## src/rtl/link_status_pkg.sv

```systemverilog
// Package: function codes, status layout and carriers for the status select block
package link_status_pkg;
   localparam int           FUNC_W          = 12;
   localparam logic [5:0]   FUNC_MASTER     = 6'h1E;  // Leading octal digits 3 and 6
   localparam logic [2:0]   FN_STOP_SEND    = 3'h0;
   localparam logic [2:0]   FN_SEND         = 3'h1;
   localparam logic [2:0]   FN_SEL_DATA     = 3'h2;
   localparam logic [2:0]   FN_SEL_STATUS   = 3'h3;
   localparam logic [2:0]   FN_INT_OFF      = 3'h4;
   localparam logic [2:0]   FN_INT_ON       = 3'h5;
   localparam int           STAT_W          = 12;
   localparam int           ST_LOCAL_SEND   = 0;
   localparam int           ST_REMOTE_SEND  = 1;
   localparam int           ST_OUT_WANTED   = 2;
   localparam int           ST_IN_WAITING   = 3;
   localparam logic [2:0]   UNIT_RESET      = 3'h0;

   typedef enum logic [1:0] {
      SEL_NONE   = 2'h0,
      SEL_DATA   = 2'h1,
      SEL_STATUS = 2'h3
   } sel_t;

   typedef struct packed {
      logic cts;
      logic carrier;
      logic remote_send;
   } modem_t;

   typedef struct packed {
      logic send_lamp;
      logic recv_lamp;
   } lamp_t;
endpackage

```

## src/rtl/link_status_select.sv

```systemverilog
// Status select, status word and lamp logic of the data set controller
//
// Summary of operation
// - Send mode: input selection works as in receive
// - Repeated status requests in send ignored
// - Receive mode: request routes status, drops data
// - No mode: request handled as in send
// - Status in the four lowest bits
// - Bit 0 is local send mode
// - Bit 1 is remote send mode
// - Bit 2 only in send, output wanted
// - Bit 2 clears on output, resets later
// - Bit 3 is bit 1 and word waiting
// - Bit 3 clears on data input, sets again
// - Send lamp: local send and clear-to-send
// - Receive lamp: remote send and carrier
// - Data or status selection persists until swapped
// - Send cleared by stop or master clear
// - Act only on matching unit digit
`timescale 1ns/1ps
module link_status_select #(
   parameter logic [2:0] UNIT = link_status_pkg::UNIT_RESET
) (
   input  wire logic                                I_REF_CLK,
   input  wire logic                                I_RST_N,
   input  wire logic                                i_func_valid,
   input  wire logic [link_status_pkg::FUNC_W-1:0]  i_func_code,
   input  wire logic                                i_master_clear,
   input  wire logic                                i_host_input,
   input  wire logic                                i_host_output,
   input  wire logic                                i_tx_ready,
   input  wire logic                                i_rx_word_ready,
   input  wire link_status_pkg::modem_t             i_modem,
   output logic [link_status_pkg::STAT_W-1:0]       o_in_word,
   output logic                                     o_status_sel,
   output logic                                     o_data_sel,
   output logic                                     o_int_enable,
   output link_status_pkg::lamp_t                   o_lamp
);

   ////////////////////////////////////////////////////////////////////////////
   // Pin synchronisers: a change counts once stages two and three agree
   logic [2:0] s1;
   logic [2:0] s2;
   logic [2:0] s3;
   logic [2:0] pin;
   always_ff @(posedge I_REF_CLK or negedge I_RST_N) begin
      if (!I_RST_N) begin
         s1  <= 3'h0;
         s2  <= 3'h0;
         s3  <= 3'h0;
         pin <= 3'h0;
      end else begin
         s1 <= i_modem;
         s2 <= s1;
         s3 <= s2;
         for (int k = 0; k < 3; k++) begin
            if (s2[k] == s3[k]) begin
               pin[k] <= s3[k];
            end
         end
      end
   end
   logic cts;
   logic carrier;
   logic remote_send;
   assign cts         = pin[2];
   assign carrier     = pin[1];
   assign remote_send = pin[0];

   ////////////////////////////////////////////////////////////////////////////
   // Function decode
   logic       hit;
   logic [2:0] fn;
   assign hit = i_func_valid && i_func_code[11:6] == link_status_pkg::FUNC_MASTER
                && i_func_code[5:3] == UNIT;
   assign fn  = i_func_code[2:0];

   logic send_mode;
   logic int_en;
   link_status_pkg::sel_t sel;

   always_ff @(posedge I_REF_CLK or negedge I_RST_N) begin
      if (!I_RST_N) begin
         send_mode <= 1'b0;
      end else if (i_master_clear) begin
         send_mode <= 1'b0;
      end else if (hit && fn == link_status_pkg::FN_SEND) begin
         send_mode <= 1'b1;
      end else if (hit && fn == link_status_pkg::FN_STOP_SEND) begin
         send_mode <= 1'b0;
      end
   end

   // Interrupt selection survives master clear and stop
   always_ff @(posedge I_REF_CLK or negedge I_RST_N) begin
      if (!I_RST_N) begin
         int_en <= 1'b1;
      end else if (hit && fn == link_status_pkg::FN_INT_OFF) begin
         int_en <= 1'b0;
      end else if (hit && fn == link_status_pkg::FN_INT_ON) begin
         int_en <= 1'b1;
      end
   end

   // Input selection: status request in receive drops data selection
   always_ff @(posedge I_REF_CLK or negedge I_RST_N) begin
      if (!I_RST_N) begin
         sel <= link_status_pkg::SEL_NONE;
      end else if (hit && fn == link_status_pkg::FN_SEL_DATA) begin
         sel <= link_status_pkg::SEL_DATA;
      end else if (hit && fn == link_status_pkg::FN_SEL_STATUS) begin
         sel <= link_status_pkg::SEL_STATUS;
      end
   end

   ////////////////////////////////////////////////////////////////////////////
   // Status flags: set wins over strobe clear
   logic out_wanted;
   logic in_waiting;
   always_ff @(posedge I_REF_CLK or negedge I_RST_N) begin
      if (!I_RST_N) begin
         out_wanted <= 1'b0;
      end else if (!send_mode) begin
         out_wanted <= 1'b0;
      end else if (i_tx_ready) begin
         out_wanted <= 1'b1;
      end else if (i_host_output) begin
         out_wanted <= 1'b0;
      end
   end

   always_ff @(posedge I_REF_CLK or negedge I_RST_N) begin
      if (!I_RST_N) begin
         in_waiting <= 1'b0;
      end else if (i_rx_word_ready) begin
         in_waiting <= 1'b1;
      end else if (i_host_input && sel == link_status_pkg::SEL_DATA) begin
         in_waiting <= 1'b0;
      end
   end

   logic [link_status_pkg::STAT_W-1:0] next_status;
   always_comb begin
      next_status                                  = '0;
      next_status[link_status_pkg::ST_LOCAL_SEND]  = send_mode;
      next_status[link_status_pkg::ST_REMOTE_SEND] = remote_send;
      next_status[link_status_pkg::ST_OUT_WANTED]  = out_wanted & send_mode;
      next_status[link_status_pkg::ST_IN_WAITING]  = remote_send & in_waiting;
   end

   always_ff @(posedge I_REF_CLK or negedge I_RST_N) begin
      if (!I_RST_N) begin
         o_in_word <= '0;
         o_lamp    <= '0;
      end else begin
         o_in_word        <= next_status;
         o_lamp.send_lamp <= send_mode & cts;
         o_lamp.recv_lamp <= remote_send & carrier;
      end
   end

   assign o_status_sel = sel == link_status_pkg::SEL_STATUS;
   assign o_data_sel   = sel == link_status_pkg::SEL_DATA;
   assign o_int_enable = int_en;
endmodule

```

## config.mk

```make
export PLATFORM = sky130hd
export DESIGN_NAME = link_status_select
export DESIGN_NICKNAME = d
export VERILOG_FILES = /design/src/rtl/link_status_pkg.sv /design/src/rtl/link_status_select.sv
export SDC_FILE = /design/constraint.sdc
export NUM_CORES = 1
export LEC_CHECK = 0
export BUFFER_PORTS_ARGS = -buffer_cell sky130_fd_sc_hd__buf_2
export CAP_MARGIN = 10
export CORE_UTILIZATION = 35
export DETAILED_ROUTE_END_ITERATION = 10
export GPL_ROUTABILITY_DRIVEN = 0
export SETUP_SLACK_MARGIN = 0.2
export SLEW_MARGIN = 20
export SYNTH_ARGS = -nofsm -noshare
export SYNTH_HDL_FRONTEND = slang
export SYNTH_SLANG_ARGS = --single-unit
```

## constraint.sdc

```tcl
create_clock -name I_REF_CLK -period 1.9 [get_ports I_REF_CLK]
set_clock_uncertainty 0.05 [all_clocks]
set_input_delay 0.38 -clock I_REF_CLK [delete_from_list [all_inputs] [get_ports I_REF_CLK]]
set_output_delay 0.38 -clock I_REF_CLK [all_outputs]
set_load 0.05 [all_outputs]
```

==> impl_metrics.json <==
{
  "insertion_delay_ns": 0.30,
  "number_of_global_route_vias_before_repair": 492,
  "max_cap_violations": 0,
  "placement.io_buffers": 31,
  "initialDrtViolationCount": 3,
  "power_density_nw_per_um2": 812,
  "core-area_um2": 2300,
  "drt-vias-per-instance": 4.31,
  "dieArea_um2": 2740,
  "whs_ns": 0.126,
  "hold_path_class": "in -> reg",
  "postSynthRegisterBits": 24,
  "peakVddDrop_uv": 415,
  "layout-drive-gt1-share_pct": 39.6,
  "final_max_slew_viol_count": 0,
  "setup.worst_path.start": "sel[1]",
  "synth.yosys.warnings": 0,
  "std_cell_rows": 17,
  "grt_first_pass_wirelength_mm": 2.11,
  "unrepaired_setup_endpoints_after_global_routing": "false",
  "setup.worst_path.end_class": "primary output",
  "tightest_slew_ns": 0.508,
  "antenna_cells_inserted": 0,
  "finalNetCount": 120,
  "report.final.hold_viol_count": 0,
  "status": "finished, final reports clean",
  "yosysSeqAreaShare_pct": 67.7,
  "htree_levels": 1,
  "final_count_of_negative_setup_slack_endpoints": 0,
  "initial_core_util_pct": 38.7,
  "drc": 0,
  "critPathCapture": "o_data_sel",
  "setup.reg_to_reg.worst_slack_ns": 0.96,
  "crit_path_max_fanout": 3,
  "route.antenna.remaining_nets": 0,
  "routedWlPerCell_um": 10.4,
  "synthCells": 61,
  "setup.worst_path.start_class": "register",
  "hpwlAfterDp_mm": 1.02,
  "cts.clk_slew.worst_paths_ns": 0.12,
  "clockBufferDepth": 2,
  "slew-limit-headroom_pct": 66.1,
  "detailroute.via_count": 535,
  "leakage_power_nw": 0.571,
  "grt.total_usage_pct": 11.1,
  "max_clock_freq_mhz": 632,
  "critical_path.reg2reg.endpoint": "in_waiting",
  "grt_start_max_net_pins": 25,
  "cts.root.buffer_cell": "sky130_fd_sc_hd__clkbuf_4",
  "die_width_um": 52.4,
  "mappedNetlistArea_um2": 888,
  "totalNegativeSetupSlack_ns": 0,
  "critPathKind": "reg -> out",
  "cts_made_buffers": 3,
  "arrival_ns": 1.15,
  "boundaryPins": 40,
  "cts_tree": "built",
  "chipHeight_um": 52.4,
  "cts.sink_count": 24,
  "gr-total-overflow": 0,
  "synthDistinctLibCells": 20,
  "worstPathRequired_ns": 1.47,
  "layout-area-overhead-vs-synth_pct": 21.7,
  "ff2ff_path_depth": 3,
  "cts-resized-gates": 0,
  "placedCellCount": 119,
  "finalWorstPathRequiredPeriod_ns": 1.58,
  "number_of_antenna_violations_at_the_first_check_in_global_routing": 0,
  "drt-pass1-iter-count": 2,
  "finalCritPeriodShare_pct": 83.3,
  "synthesis.area_per_instance_um2": 14.6,
  "drt_wl_total_mm": 1.29,
  "r2r_start": "sel[1]",
  "final-instance-count-excl-fill": 124
}
==> cell usage in the layout (no fill, tap or decap) <==
cell	instances
sky130_fd_sc_hd__buf_2	31
sky130_fd_sc_hd__clkbuf_1	1
sky130_fd_sc_hd__a21o_1	1
sky130_fd_sc_hd__dfstp_2	1
sky130_fd_sc_hd__nand4_1	2
sky130_fd_sc_hd__mux2_1	1
sky130_fd_sc_hd__nor2_1	1
sky130_fd_sc_hd__nand4_2	1
sky130_fd_sc_hd__and4bb_1	1
sky130_fd_sc_hd__conb_1	8
sky130_fd_sc_hd__and4b_1	1
sky130_fd_sc_hd__mux2i_1	1
sky130_fd_sc_hd__nand2b_1	3
sky130_fd_sc_hd__nand2_1	1
sky130_fd_sc_hd__clkbuf_4	3
sky130_fd_sc_hd__nor2_4	1
sky130_fd_sc_hd__nor2b_1	4
sky130_fd_sc_hd__dfrtp_1	23
sky130_fd_sc_hd__and2_1	5
sky130_fd_sc_hd__o21a_1	1
sky130_fd_sc_hd__dlygate4sd3_1	1
sky130_fd_sc_hd__mux2_4	1
sky130_fd_sc_hd__maj3_1	3
==> cells in the mapped netlist, drive strengths merged <==
cell	instances	area [um2]
conb	1	3.75
dfrtp	23	576
mux2	2	26.3
dfstp	1	26.3
o21a	1	7.51
mux2i	1	10.0
buf	8	60.1
nand2b	3	18.8
and4b	1	10.0
nor2	2	15.0
and4bb	1	12.5
a21o	1	7.51
and2	5	31.3
maj3	3	30.0
nor2b	4	25.0
nand4	3	25.0
nand2	1	3.75
==> stage by stage <==
step	area [um2]	util [%]	power (mW)	setup WS [ns]
after global routing	1080	47.1	0.926	0.249
after detailed placement	1040	45.5	0.673	0.501
after global placement	1040	45.5	0.670	0.513
after floorplan	915	-	0.640	0.334
final	1080	47.1	0.878	0.317
after CTS	1080	47.1	0.896	0.285
==> layout make-up <==
cell class	instances	area [um2]
Fill cell	221	1220
Sequential cell	24	602
Multi-Input combinational cell	36	253
Timing Repair Buffer	32	165
Tap cell	28	35.0
Clock buffer	4	26.3
==> repair_timing <==
| item | 4_1_cts | 5_1_grt |
|---|---|---|
| setup buffers | 0 | 0 |
| hold buffers | 1 | 0 |
| endpoints found under the hold margin | 23 | 0 |
==> worst max-delay path: stages (launching register included) <==
cell and delay (ns):
sky130_fd_sc_hd__dfrtp_1 0.41, sky130_fd_sc_hd__nor2b_1 0.15, sky130_fd_sc_hd__buf_2 0.29
==> power breakdown <==
group          internal (mW)  switching (mW)  total [mW]
combinational         0.0335          0.0855       0.119
clock                 0.0816           0.134       0.215
sequential             0.534         0.00956       0.543
==> registers in the layout (all words and copies together) (netlist names) <==
register and cells:
s3 3, o_int_enable 1, o_in_word 4, send_mode 1
o_lamp 2, in_waiting 1, pin 3, sel 2
s2 3, s1 3, out_wanted 1
==> cell families after synthesis <==
| logic type | share of synthesized area [%] |
|---|---|
| AOI/OAI and AO/OA | 1.69 |
| adders and majority gates | 3.38 |
| buffers and inverters | 6.76 |
| DFF | 67.7 |
| muxes | 4.08 |
| other | 0.422 |
| and+or+nand+nor | 15.9 |
==> layer usage <==
layer	vias to the layer above	global-route usage (%)	share of wire [%]
li1	260	-	-
met2	29	15.8	47
met5	-	0	0
met4	0	6.58	1.6
met3	2	3.77	7.7
met1	244	14.4	43
==> worst min path at each step <==
stage | endpoint | startpoint | cells after the start | slack, ns
after floorplan | in_waiting | I_RST_N | 0 | 0.03
after global placement | s2[1] | s1[1] | 0 | 0.29
after detailed placement | s2[2] | s1[2] | 0 | 0.29
after CTS | s1[0] | i_modem[0] | 1 | 0.11
after global routing | s1[2] | i_modem[2] | 1 | 0.1
final | s1[0] | i_modem[0] | 1 | 0.13
Power figures use the tool's default switching activity.
